File: src/design/qduc_pkg.sv
// constants and types for the quad dac update control block
// Functional notes
// [RULE1] valid frame loads addressed input register
// [RULE2] command 010 loads, then updates all
// [RULE3] command 110 loads load-mode from DB3..DB0
// [RULE4] load-mode low: dac register holds
// [RULE5] load-mode high: update at 24th fall
// [RULE6] load-mode bits reset to zero
// [RULE7] setup frame uses only DB21..DB19, DB3..DB0
// [RULE8] host sends msb first
// [RULE9] host lowers frame sync before data
// [RULE10] byte hosts keep sync low across bytes
// [RULE11] spi host uses polarity 0 phase 1; bench host and receiver work as phase 0
// [RULE12] host changes on fall, device samples rise
// [RULE13] setup frame changes only load-mode register
// [RULE14] frame: 2 ignored, command, address, data
// [RULE15] command codes decode per table
// [RULE16] address codes a..d and all
// [RULE17] early sync rise discards frame
package qduc_pkg;
    localparam int FRAME_BITS = 24;
    localparam int CNT_W = 5;
    localparam logic [CNT_W-1:0] FRAME_LAST = 5'h17;
    localparam int CMD_MSB = 21;
    localparam int CMD_LSB = 19;
    localparam int ADDR_MSB = 18;
    localparam int ADDR_LSB = 16;
    localparam int DATA_W = 16;
    localparam int NCH = 4;
    localparam logic [NCH-1:0] LOAD_MODE_RST = 4'h0;
    localparam logic [DATA_W-1:0] CODE_RST = 16'h0000;
    typedef enum logic [2:0] {
        QDUC_CMD_WRITE = 3'h0,
        QDUC_CMD_UPDATE = 3'h1,
        QDUC_CMD_WRITE_UPD_ALL = 3'h2,
        QDUC_CMD_WRITE_UPD = 3'h3,
        QDUC_CMD_POWER = 3'h4,
        QDUC_CMD_RESET = 3'h5,
        QDUC_CMD_LOAD_MODE = 3'h6,
        QDUC_CMD_RSVD = 3'h7
    } qduc_cmd_t;
    localparam logic [2:0] ADDR_ALL = 3'h7;
endpackage

File: src/design/qduc_chan.sv
// one channel: input register and dac register
`timescale 1ns/10ps
`default_nettype none
module qduc_chan (
    input wire logic sys_clk,
    input wire logic arst_n,
    input wire logic load_in,
    input wire logic update,
    input wire logic [qduc_pkg::DATA_W-1:0] code_in,
    output logic [qduc_pkg::DATA_W-1:0] input_code,
    output logic [qduc_pkg::DATA_W-1:0] dac_code
);
    import qduc_pkg::*;
    typedef struct packed {
        logic [DATA_W-1:0] inp;
        logic [DATA_W-1:0] dac;
    } qduc_chan_st_t;
    qduc_chan_st_t st_r, st_nxt;
    always_comb begin
        st_nxt = st_r;
        if (load_in) begin
            st_nxt.inp = code_in; // RULE1
        end
        // update takes the freshly loaded code in the same frame
        if (update) begin
            st_nxt.dac = load_in ? code_in : st_r.inp; // RULE4
        end
    end
    always_ff @(posedge sys_clk or negedge arst_n) begin
        if (!arst_n) begin
            st_r <= '{inp: CODE_RST, dac: CODE_RST};
        end else begin
            st_r <= st_nxt;
        end
    end
    assign input_code = st_r.inp;
    assign dac_code = st_r.dac;
endmodule // qduc_chan
`default_nettype wire

File: src/design/qduc_top.sv
// serial frame receiver and update control for four channels
`timescale 1ns/10ps
`default_nettype none
module qduc_top (
    input wire logic sys_clk,
    input wire logic arst_n,
    input wire logic host_serial_clock,
    input wire logic frame_sync_n,
    input wire logic serial_data,
    output logic [qduc_pkg::NCH-1:0] load_update_control,
    output logic [qduc_pkg::DATA_W-1:0] input_code_a,
    output logic [qduc_pkg::DATA_W-1:0] input_code_b,
    output logic [qduc_pkg::DATA_W-1:0] input_code_c,
    output logic [qduc_pkg::DATA_W-1:0] input_code_d,
    output logic [qduc_pkg::DATA_W-1:0] dac_code_a,
    output logic [qduc_pkg::DATA_W-1:0] dac_code_b,
    output logic [qduc_pkg::DATA_W-1:0] dac_code_c,
    output logic [qduc_pkg::DATA_W-1:0] dac_code_d,
    output logic frame_done
);
    import qduc_pkg::*;

    // ----------------------------------------
    // pin synchronisers
    // ----------------------------------------
    typedef struct packed {
        logic sck_s1;
        logic sck_s2;
        logic sck_d;
        logic sync_s1;
        logic sync_s2;
        logic [FRAME_BITS-1:0] shift;
        logic [CNT_W-1:0] cnt;
        logic full;
        logic [NCH-1:0] load_mode;
        logic done;
    } qduc_st_t;
    qduc_st_t st_r, st_nxt;

    logic sck_rise, sck_fall, sync_low;
    logic [2:0] cmd_field;
    logic [2:0] channel_address_field;
    logic [DATA_W-1:0] code_field;
    logic [NCH-1:0] load_in, update;
    logic [DATA_W-1:0] inp_codes [NCH];
    logic [DATA_W-1:0] dac_codes [NCH];
    logic [NCH-1:0] sel;
    logic sdata_s1, sdata_s2;

    // ----------------------------------------
    // link edge detect
    // ----------------------------------------
    // the link clock is oversampled, so each of its phases must last
    // at least one sys_clk period or an edge can be lost
    assign sck_rise = st_r.sck_s2 && !st_r.sck_d;
    assign sck_fall = !st_r.sck_s2 && st_r.sck_d;
    assign sync_low = !st_r.sync_s2; // RULE9

    // ----------------------------------------
    // frame capture
    // ----------------------------------------
    logic [FRAME_BITS-1:0] frame;
    logic complete;
    always_comb begin
        st_nxt = st_r;
        st_nxt.sck_s1 = host_serial_clock;
        st_nxt.sck_s2 = st_r.sck_s1;
        st_nxt.sck_d = st_r.sck_s2;
        st_nxt.sync_s1 = frame_sync_n;
        st_nxt.sync_s2 = st_r.sync_s1;
        st_nxt.done = 1'b0;
        complete = 1'b0;
        frame = st_r.shift;
        if (!sync_low) begin
            // early rise drops the partial frame
            st_nxt.shift = '0; // RULE17
            st_nxt.cnt = '0;
            st_nxt.full = 1'b0;
        end else begin
            // edges past the 24th are ignored until sync rises
            if (sck_rise && !st_r.full) begin
                // msb arrives first, sampled on the rising edge
                st_nxt.shift = {st_r.shift[FRAME_BITS-2:0], st_r.sync_s2 ? 1'b0 : sdata_s2}; // RULE12
            end
            if (sck_fall && !st_r.full) begin
                if (st_r.cnt == FRAME_LAST) begin
                    complete = 1'b1; // RULE5
                    st_nxt.full = 1'b1;
                    st_nxt.done = 1'b1;
                    st_nxt.cnt = '0;
                end else begin
                    st_nxt.cnt = st_r.cnt + 5'h01;
                end
            end
        end
        if (complete && frame[CMD_MSB:CMD_LSB] == QDUC_CMD_LOAD_MODE) begin
            st_nxt.load_mode = frame[NCH-1:0]; // RULE3 RULE7
        end
    end

    // ----------------------------------------
    // data pin synchroniser
    // ----------------------------------------
    // kept apart so nothing reads its first stage
    always_ff @(posedge sys_clk or negedge arst_n) begin
        if (!arst_n) begin
            sdata_s1 <= 1'b0;
            sdata_s2 <= 1'b0;
        end else begin
            sdata_s1 <= serial_data;
            sdata_s2 <= sdata_s1;
        end
    end

    // ----------------------------------------
    // state register
    // ----------------------------------------
    always_ff @(posedge sys_clk or negedge arst_n) begin
        if (!arst_n) begin
            st_r <= '{
                sck_s1: 1'b0,
                sck_s2: 1'b0,
                sck_d: 1'b0,
                sync_s1: 1'b1,
                sync_s2: 1'b1,
                shift: 24'h000000,
                cnt: 5'h00,
                full: 1'b0,
                load_mode: LOAD_MODE_RST, // RULE6
                done: 1'b0
            };
        end else begin
            st_r <= st_nxt;
        end
    end

    // ----------------------------------------
    // command decode
    // ----------------------------------------
    assign cmd_field = st_r.shift[CMD_MSB:CMD_LSB]; // RULE14
    assign channel_address_field = st_r.shift[ADDR_MSB:ADDR_LSB];
    assign code_field = st_r.shift[DATA_W-1:0];

    // channel select from the address field, one-hot except 111 which selects all four;
    // address codes 100 to 110 are reserved and select nothing
    always_comb begin
        sel = '0;
        unique case (channel_address_field) // RULE16
            3'h0: sel = 4'h1;
            3'h1: sel = 4'h2;
            3'h2: sel = 4'h4;
            3'h3: sel = 4'h8;
            ADDR_ALL: sel = 4'hf;
            default: sel = '0;
        endcase
    end

    always_comb begin
        load_in = '0;
        update = '0;
        if (complete) begin
            unique case (cmd_field) // RULE15
                QDUC_CMD_WRITE: begin
                    load_in = sel;
                end
                QDUC_CMD_UPDATE: begin
                    update = sel;
                end
                QDUC_CMD_WRITE_UPD_ALL: begin
                    load_in = sel;
                    update = 4'hf; // RULE2
                end
                QDUC_CMD_WRITE_UPD: begin
                    load_in = sel;
                    update = sel;
                end
                // power and reset are not carried out here; setup frames touch
                // no code register, reserved frames still update auto channels
                QDUC_CMD_POWER, QDUC_CMD_RESET, QDUC_CMD_LOAD_MODE, QDUC_CMD_RSVD: begin
                    load_in = '0; // RULE13
                end
            endcase
            // auto-update channels follow every valid frame except a mode
            // setup, which must leave every code register as it stands
            if (cmd_field != QDUC_CMD_LOAD_MODE) begin
                update = update | st_r.load_mode; // RULE5 RULE4 RULE13
            end
        end
    end

    // ----------------------------------------
    // channel registers
    // ----------------------------------------
    for (genvar i = 0; i < NCH; i++) begin : g_ch
        qduc_chan u_chan (
            .sys_clk(sys_clk),
            .arst_n(arst_n),
            .load_in(load_in[i]),
            .update(update[i]),
            .code_in(code_field),
            .input_code(inp_codes[i]),
            .dac_code(dac_codes[i])
        );
    end

    // ----------------------------------------
    // outputs
    // ----------------------------------------
    assign load_update_control = st_r.load_mode;
    // one-cycle strobe, one cycle after the 24th fall is seen
    assign frame_done = st_r.done;
    assign input_code_a = inp_codes[0];
    assign input_code_b = inp_codes[1];
    assign input_code_c = inp_codes[2];
    assign input_code_d = inp_codes[3];
    // dac codes leave straight from their registers
    assign dac_code_a = dac_codes[0];
    assign dac_code_b = dac_codes[1];
    assign dac_code_c = dac_codes[2];
    assign dac_code_d = dac_codes[3];
endmodule // qduc_top
`default_nettype wire

File: config.mk
export PLATFORM = sky130hd
export DESIGN_NAME = qduc_top
export DESIGN_NICKNAME = d
export VERILOG_FILES = /design/src/design/qduc_pkg.sv /design/src/design/qduc_chan.sv /design/src/design/qduc_top.sv
export SDC_FILE = /design/constraint.sdc
export NUM_CORES = 1
export LEC_CHECK = 0
export BUFFER_PORTS_ARGS = -buffer_cell sky130_fd_sc_hd__buf_2
export CAP_MARGIN = 20
export CORE_UTILIZATION = 55
export CTS_CLUSTER_SIZE = 10
export DETAILED_ROUTE_END_ITERATION = 7
export GPL_TIMING_DRIVEN = 0
export PLACE_DENSITY = 0.82
export SYNTH_ARGS = -nofsm -noshare
export SYNTH_HDL_FRONTEND = slang
export SYNTH_HIERARCHICAL = 1
export SYNTH_SLANG_ARGS = --single-unit
File: constraint.sdc
create_clock -name sys_clk -period 2.5 [get_ports sys_clk]
set_input_delay 0.25 -clock sys_clk [delete_from_list [all_inputs] [get_ports sys_clk]]
set_output_delay 0.25 -clock sys_clk [all_outputs]
set_load 0.01 [all_outputs]
==> out/qor.txt, run 1 <==
OUTCOME
------------------------------------------------------------------------------------------------------
Result of the run                                                                            completed

WORST SETUP PATH
------------------------------------------------------------------------------------------------------
Slowest-stage cell, CP                                                                         dfrtp_1
Longest individual stage delay on the worst path                                                410 ps
Endpoint of the most critical register-to-register path                                   g_ch[2].u_chan/dac_code[12]
Critical path buffers and inverters                                                                  2
RR Startpoint                                                                                  st_r[6]
Required time at the worst-slack endpoint                                                      2810 ps
Critical Path Fanout Max                                                                            10
Worst path top cell family by delay                                                       simple AND/OR/NAND/NOR gates
Ordered cell list for the critical path                                                   ha_1, and4b_2, nand4b_1, nor2_1, buf_6, buf_12, mux2_4, mux2_4
Flop2flop setup slack                                                                           180 ps
Most numerous cell on the critical path                                                         mux2_4
Element type at the critical path start                                                           flop
WS Path Type                                                                              flop to flop
CP endpoint kind                                                                                  flop
Crit path arrival time                                                                         2630 ps
Number of cells on the worst reg-to-reg path                                                         8

POWER AND IR DROP
------------------------------------------------------------------------------------------------------
Worst ir drop on vdd                                                                          0.409 mV
Leakage                                                                                        4.44 nW
Fraction of power spent switching nets                                                           0.207
Internal                                                                                     0.00431 W
Ratio of total power to cell area                                                           645 mW/mm²
Share of power burned in the clock network                                                       0.479
Combinational share of power                                                                     0.018
Net Switching                                                                                0.00112 W
Relative contribution of sequential cells to total power                                         0.503
Power consumption                                                                            0.00544 W

TIMING
------------------------------------------------------------------------------------------------------
Final setup viols                                                                                    0
Slew headroom                                                                                    0.567
Max Clk Rate                                                                                   430 MHz
Ratio of final minimum period to clock period                                                    0.930
Min Clock Period, post-route                                                                   2320 ps
Sum of negative setup slack                                                                       0 ps
Skew final                                                                                     5.85 ps
Count of final hold-check violations                                                                 0
Max-slew violation count                                                                             0
Pin slew with the least headroom to its limit                                                   649 ps
Setup repair after global routing missed its margin                                                 no

GLOBAL ROUTING
------------------------------------------------------------------------------------------------------
Remaining global-route overflow                                                                      0
Gr usage total                                                                                   0.242
Number of global-route vias before repair                                                        4,366
Antenna violations before repair                                                                     0
Largest net degree at the start of global routing                                                  100
Wire length of the first global-routing pass                                                 23,400 µm

CTS
------------------------------------------------------------------------------------------------------
Root buffer cell                                                                             clkbuf_16
Max H-tree Level                                                                                     4
Clock transition at the register clock pins on the worst setup and hold paths after CTS          60 ps
CTS tree                                                                                         built
Worst-skew pair later-pin latency                                                               420 ps
Largest buffer count on any clock path                                                               2
Clock buffers created by TritonCTS                                                                  17
Setup bufs post-CTS                                                                                  0
Number of clock sinks seen by CTS                                                                  168

LAYOUT
------------------------------------------------------------------------------------------------------
Final Cell Area                                                                            0.00843 mm²
Ratio of cells with drive above 1 in the final layout                                            0.519
Count of fill cells added during filler insertion                                                  841
Number of nets at the end of the flow                                                              623
Layout area overhead                                                                             22.6%
Number of standard cells in the layout, taps in and fillers out                                    798
Layout Utilization                                                                               0.696
Number of antenna repair diodes                                                                      0

YOSYS
------------------------------------------------------------------------------------------------------
Synthesized Nets                                                                                   463
Ys async rst share                                                                                1.00
Count of distinct cell types in the synthesized netlist                                             36
Syn avg cell area                                                                             15.0 µm²
Sequential area share after synthesis                                                            0.612
Cell area after synthesis                                                                  0.00687 mm²
Number of synthesis warnings                                                                         6
Area share of the largest cell type after synthesis                                              0.604
Top cells by instance count after synthesis                                               dfrtp_1 (166), mux2_4 (80), nand2_1 (54)
Cell types occupying the most area after synthesis                                        dfrtp_1 (60%), mux2_4 (17%), mux2_2 (8.5%), nand2_1 (2.9%), a21oi_1 (2.1%)
Synthesis-stage register bit count                                                                 168
Most common cell in the netlist                                                                dfrtp_1
Cell taking the most area after synthesis                                                      dfrtp_1
Synth Instances                                                                                    457
Primary FF master, synth                                                                       dfrtp_1
Number of flops mapped to enable cells by yosys                                                      0

ROUTE
------------------------------------------------------------------------------------------------------
Initial detailed-routing violation count                                                           282
Highest metal layer used by the detailed router                                                   met4
Met3 routed WL                                                                                  992 µm
Remaining antenna violation count after routing                                                      0
DR WL met2                                                                                     7160 µm
Remaining DRCs                                                                                       0
Detail-routed via count per cell                                                                  5.29
Total iterations of the first detailed-routing run                                                   4
Total via count in the routed design                                                             4,221
Detailed-route wire length per cell                                                            18.5 µm
Total Wirelength                                                                             14,700 µm
Detailed-route wire length on metal 1                                                          6390 µm

HOLD PATH
------------------------------------------------------------------------------------------------------
Tightest Hold Check Type                                                                  flop to flop
Number of cells on the worst hold path                                                               0
Worst Hold Path EP                                                                          st_nxt[37]
Start point of the worst min-delay path                                                     st_nxt[38]

PLACEMENT
------------------------------------------------------------------------------------------------------
DP Wirelength                                                                                  9980 µm
PortBufs                                                                                           137
Inst Count DP                                                                                      763
Cell area after placement                                                                  0.00780 mm²
Final weighted congestion in routability-driven placement                                        0.795

FLOORPLAN
------------------------------------------------------------------------------------------------------
Core outline area                                                                           0.0121 mm²
DIE HEIGHT                                                                                      114 µm
Horizontal die dimension                                                                        114 µm
Initial Util                                                                                     0.568
Row cnt                                                                                             40
Io pins                                                                                            138
Area enclosed by the die boundary                                                           0.0129 mm²

JOB
------------------------------------------------------------------------------------------------------
Number of max-capacitance violations reported                                                        0

-- worst max-delay path by stage --
stage,depth (start not counted),slack [ps],to,start
after floorplan,9,340,g_ch[0].u_chan/dac_code[3],st_r[6]
after global placement,1,-1140,g_ch[1].u_chan/input_code[15],arst_n
after detailed placement,8,10,g_ch[3].u_chan/dac_code[13],st_r[6]
after CTS,9,20,g_ch[1].u_chan/dac_code[11],st_r[6]
after global routing,8,30,g_ch[0].u_chan/dac_code[11],st_r[6]
final,8,180,g_ch[2].u_chan/dac_code[12],st_r[6]
-- power groups by stage --
stage                     Clock, W  Combinational [W]  Sequential [W]
after floorplan                  0          0.0000246         0.00278
after global placement           0          0.0000846         0.00279
after detailed placement         0          0.0000953         0.00279
after CTS                  0.00265           0.000100         0.00274
after global routing       0.00277           0.000113         0.00274
final                      0.00260          0.0000970         0.00274
-- worst register-to-register path: stages, from the launching register on --
cell      delay (ps)
dfrtp_1          410
ha_1             220
and4b_2          320
nand4b_1         170
nor2_1           170
buf_6            170
buf_12           160
mux2_4           320
mux2_4           270
-- cell families after synthesis --
logic type                 after synthesis  synth area share
DFF                                    168             0.612
buffers and inverters                   33            0.0371
muxes                                  132             0.260
AOI/OAI and AO/OA                       36            0.0280
adders and majority gates                1           0.00182
and+or+nand+nor                         85            0.0586
xor gates and xnor gates                 2           0.00255
-- sequential cells by signal, indices dropped and copies added (netlist names) --
| name | count |
|---|---|
| load_update_control | 4 |
| st_r | 8 |
| sdata_s1 | 1 |
| st_nxt | 3 |
| g_ch.u_chan/dac_code | 64 |
| frame_done | 1 |
| frame | 22 |
| g_ch.u_chan/input_code | 64 |
| sdata_s2 | 1 |
-- placed cells by master, fill, tap and decap left out, types with 3 or more instances in the layout --
cell           netlist  final
dfrtp_1            166    166
buf_2                4    140
mux2_4              80     80
nand2_1             54     54
mux2_2              52     52
a21oi_1             29     29
clkbuf_16            0     17
clkbuf_1            10     11
nor2_1               9      9
buf_4                8      8
clkinv_2             0      6
buf_6                4      5
clkinv_4             0      4
buf_12               4      4
dlygate4sd3_1        0      4
a311oi_1             3      3
o21ai_0              3      3
nor3b_1              3      3
bufinv_16            0      3
-- stage by stage --
step / setup slack, ps / hold WS, ps
2_1_floorplan: 335 / -45.6
3_3_place_gp: -1140 / 339
3_5_place_dp: 10.7 / 293
4_1_cts: 18.8 / 359
5_1_grt: 34.9 / 359
6_report: 175 / 355
-- what timing repair did --
| action | CTS | global route |
|---|---|---|
| resized for setup | 0 | 1 |
| endpoints found under the setup margin | 0 | 57 |
| hold buffers | 4 | 0 |
| hold endpoints to repair | 70 | 0 |
-- layout make-up --
cell class,count,area (µm²),share of cell area
multi-input cells,256,2410,0.286
plain buffers,30,244,0.0289
inverters,2,7.51,0.000891
well taps,168,210,0.0249
clock buffers,19,433,0.0514
clock inverters,13,155,0.0184
flip-flops and latches,168,4210,0.499
repair buffers,142,759,0.0901
-- metal layers --
layer,global-route usage,up-vias
met5,0,-
met2,0.382,149
met3,0.0595,17
li1,-,1909
met1,0.324,2146
met4,0.101,0
Power figures use the tool's default switching activity.
==> run 2: changes to the inputs <==
--- a/config.mk
+++ b/config.mk
@@ -5,9 +5,10 @@
 export SDC_FILE = /design/constraint.sdc
 export NUM_CORES = 1
 export LEC_CHECK = 0
+export ABC_AREA = 1
 export BUFFER_PORTS_ARGS = -buffer_cell sky130_fd_sc_hd__buf_2
 export CAP_MARGIN = 20
-export CORE_UTILIZATION = 55
+export CORE_UTILIZATION = 56
 export CTS_CLUSTER_SIZE = 10
 export DETAILED_ROUTE_END_ITERATION = 7
 export GPL_TIMING_DRIVEN = 0
==> run 2 against run 1 <==
Compared with the run above:
- sequential cell count did not move
- sequential power hardly changed
- via count up 41%
- final area increased by 8.4%
- worst hold slack got worse by 6.0 ps
- global-route usage rose by 2.4 points
- critical path depth up 1
- clock power up 5%
- fmax up 13%
==> out/qor.txt, run 2 <==
GLOBAL ROUTING
------------------------------------------------------------------------------------------------------
Number of global-route vias before repair                                                        5,678
Largest net degree at the start of global routing                                                  102
Wire length of the first global-routing pass                                                 28,800 µm
Gr usage total                                                                                   0.266
Antenna violations before repair                                                                     0
Remaining global-route overflow                                                                      0

CTS
------------------------------------------------------------------------------------------------------
CTS tree                                                                                         built
Resized cells post-CTS                                                                               0
Root buffer cell                                                                             clkbuf_16
Number of clock sinks seen by CTS                                                                  168
Largest buffer count on any clock path                                                               2
Worst-skew pair later-pin latency                                                               420 ps
Clock transition at the register clock pins on the worst setup and hold paths after CTS          60 ps
Max H-tree Level                                                                                     4
Clock buffers created by TritonCTS                                                                  17

WORST SETUP PATH
------------------------------------------------------------------------------------------------------
Required time at the worst-slack endpoint                                                      2810 ps
CP endpoint kind                                                                                  flop
Critical Path Fanout Max                                                                            10
RR Startpoint                                                                                  st_r[6]
WS Path Type                                                                              flop to flop
Crit path arrival time                                                                         2380 ps
Element type at the critical path start                                                           flop
Endpoint of the most critical register-to-register path                                   g_ch[0].u_chan/input_code[11]
Flop2flop setup slack                                                                           440 ps
Number of cells on the worst reg-to-reg path                                                         9

LAYOUT
------------------------------------------------------------------------------------------------------
Number of standard cells in the layout, taps in and fillers out                                  1,222
Count of fill cells added during filler insertion                                                1,042
Layout area overhead                                                                             21.2%
Number of nets at the end of the flow                                                            1,040
Commonest cells after routing, fill and taps aside                                        nand2_1 (289), dfrtp_1 (166), inv_1 (152)
Number of antenna repair diodes                                                                      0
Ratio of cells with drive above 1 in the final layout                                            0.216
Most common cell after layout, fill and taps aside                                             nand2_1

TIMING
------------------------------------------------------------------------------------------------------
Pin slew with the least headroom to its limit                                                   519 ps
Max Clk Rate                                                                                   485 MHz
Max-slew violation count                                                                             0
Min Clock Period, post-route                                                                   2060 ps
Setup repair after global routing missed its margin                                                 no
Count of final hold-check violations                                                                 0
Ratio of final minimum period to clock period                                                    0.825
Final setup viols                                                                                    0
Skew final                                                                                     6.97 ps
Slew headroom                                                                                    0.654

YOSYS
------------------------------------------------------------------------------------------------------
Top cells by instance count after synthesis                                               nand2_1 (289), dfrtp_1 (166), inv_1 (152)
Number of synthesis warnings                                                                         6
Cell taking the most area after synthesis                                                      dfrtp_1
Synth Instances                                                                                    873
Number of flops mapped to enable cells by yosys                                                      0
Primary FF master, synth                                                                       dfrtp_1
Synthesized Nets                                                                                   879
Syn avg cell area                                                                             8.64 µm²
Cell types occupying the most area after synthesis                                        dfrtp_1 (55%), nand2_1 (14%), inv_1 (7.6%), nand3_1 (6.0%), and2_1 (5.3%)
Area share of the largest cell type after synthesis                                              0.551
Count of distinct cell types in the synthesized netlist                                             28
Ys async rst share                                                                                1.00
Most common cell in the netlist                                                                nand2_1
Sequential area share after synthesis                                                            0.558
Synthesis-stage register bit count                                                                 168
Cell area after synthesis                                                                  0.00754 mm²

PLACEMENT
------------------------------------------------------------------------------------------------------
Inst Count DP                                                                                    1,187
DP Wirelength                                                                                11,500 µm
Final weighted congestion in routability-driven placement                                        0.810
PortBufs                                                                                           137

FLOORPLAN
------------------------------------------------------------------------------------------------------
Area enclosed by the die boundary                                                           0.0139 mm²
DIE HEIGHT                                                                                      118 µm
Io pins                                                                                            138
Initial Util                                                                                     0.572
Row cnt                                                                                             42
Horizontal die dimension                                                                        118 µm
Core outline area                                                                           0.0132 mm²

ROUTE
------------------------------------------------------------------------------------------------------
Detail-routed via count per cell                                                                  4.88
Remaining DRCs                                                                                       0
Remaining antenna violation count after routing                                                      0
Initial detailed-routing violation count                                                           513
Total Wirelength                                                                             17,200 µm
Total iterations of the first detailed-routing run                                                   4
Detailed-route wire length per cell                                                            14.1 µm
Total via count in the routed design                                                             5,964

HOLD PATH
------------------------------------------------------------------------------------------------------
Tightest Hold Check Type                                                                  flop to flop
Number of cells on the worst hold path                                                               0
Start point of the worst min-delay path                                                       sdata_s1
Worst Hold Path EP                                                                            sdata_s2

JOB
------------------------------------------------------------------------------------------------------
Number of max-capacitance violations reported                                                        0

POWER AND IR DROP
------------------------------------------------------------------------------------------------------
Worst ir drop on vdd                                                                          0.380 mV
Leakage                                                                                        5.23 nW
Ratio of total power to cell area                                                           612 mW/mm²
Power consumption                                                                            0.00559 W

OUTCOME
------------------------------------------------------------------------------------------------------
Result of the run                                                                            completed

-- run 2: changes by cell type after synthesis, sizes merged, moves of 8 or more --
cell | previous run | this run
and2 | 0 | 64
clkbuf | 11 | 0
buf | 20 | 34
o31ai | 0 | 8
inv | 2 | 163
nand2 | 54 | 291
a21oi | 29 | 3
o21ai | 3 | 20
nand3 | 1 | 94
nor2 | 9 | 19
mux2 | 132 | 0
-- run 2: timing repair --
action | 4_1_cts | 5_1_grt
buffers inserted | 0 | 0
hold buffers | 4 | 0
endpoints found under the hold margin | 70 | 0
-- run 2: per-stage QoR --
step / utilization / instance area, µm² / setup slack, ps / hold WS (ps) / setup TNS, ps
after floorplan: - / 7540 / 796 / -45.6 / 0
after global placement: 0.640 / 8450 / -1340 / 332 / -221840
after detailed placement: 0.643 / 8480 / 489 / 227 / 0
after CTS: 0.693 / 9140 / 463 / 350 / 0
after global routing: 0.693 / 9140 / 279 / 357 / 0
final: 0.693 / 9140 / 437 / 349 / 0
-- run 2: final cells by class --
type	instances	area, µm²	area share
Tap cell	176	220	0.0241
Timing Repair Buffer	142	763	0.0836
Buffer	34	309	0.0338
Multi-Input combinational cell	507	2390	0.261
Clock inverter	9	148	0.0162
Clock buffer	22	464	0.0508
Sequential cell	168	4210	0.460
Inverter	164	636	0.0696
-- run 2: power by group --
part / switching, W / internal [W]
Sequential: 0.00000890 / 0.00273
Clock: 0.00102 / 0.00171
Combinational: 0.0000898 / 0.0000273
Total: 0.00112 / 0.00447
-- run 2: cell families (layout without fill, tap and decap cells) --
| group | after synthesis | count (layout) | synth area share |
|---|---|---|---|
| flops | 168 | 168 | 0.558 |
| compound gates | 31 | 31 | 0.0246 |
| fa+ha+maj | 1 | 1 | 0.00166 |
| buf+inv | 198 | 371 | 0.125 |
| simple gates | 475 | 475 | 0.291 |
-- run 2: worst max-delay path by stage --
stage                     cells after the start     from                       endpoint  slack (ps)
after detailed placement                      9  st_r[6]     g_ch[2].u_chan/dac_code[5]         490
after CTS                                     9  st_r[6]     g_ch[2].u_chan/dac_code[5]         460
after global routing                          9  st_r[6]     g_ch[2].u_chan/dac_code[9]         280
final                                         9  st_r[6]  g_ch[0].u_chan/input_code[11]         440
after global placement                        1   arst_n    g_ch[1].u_chan/dac_code[13]       -1340
after floorplan                               9  st_r[6]  g_ch[0].u_chan/input_code[10]         800
-- run 2: metal layers --
metal	up-vias	track usage	share of wire
met2	165	0.419	0.48
met3	21	0.0518	0.049
met5	-	0	0
met1	2838	0.377	0.46
met4	0	0.0753	0.013
li1	2940	-	-
-- run 2: worst max-delay path: stages, from the launching register on --
cell	delay, ps
dfrtp_1	420
ha_1	240
nand3_2	150
nor2_8	220
nand3_4	110
nor2_1	210
buf_6	190
buf_6	150
nand2_1	80
and2_1	160
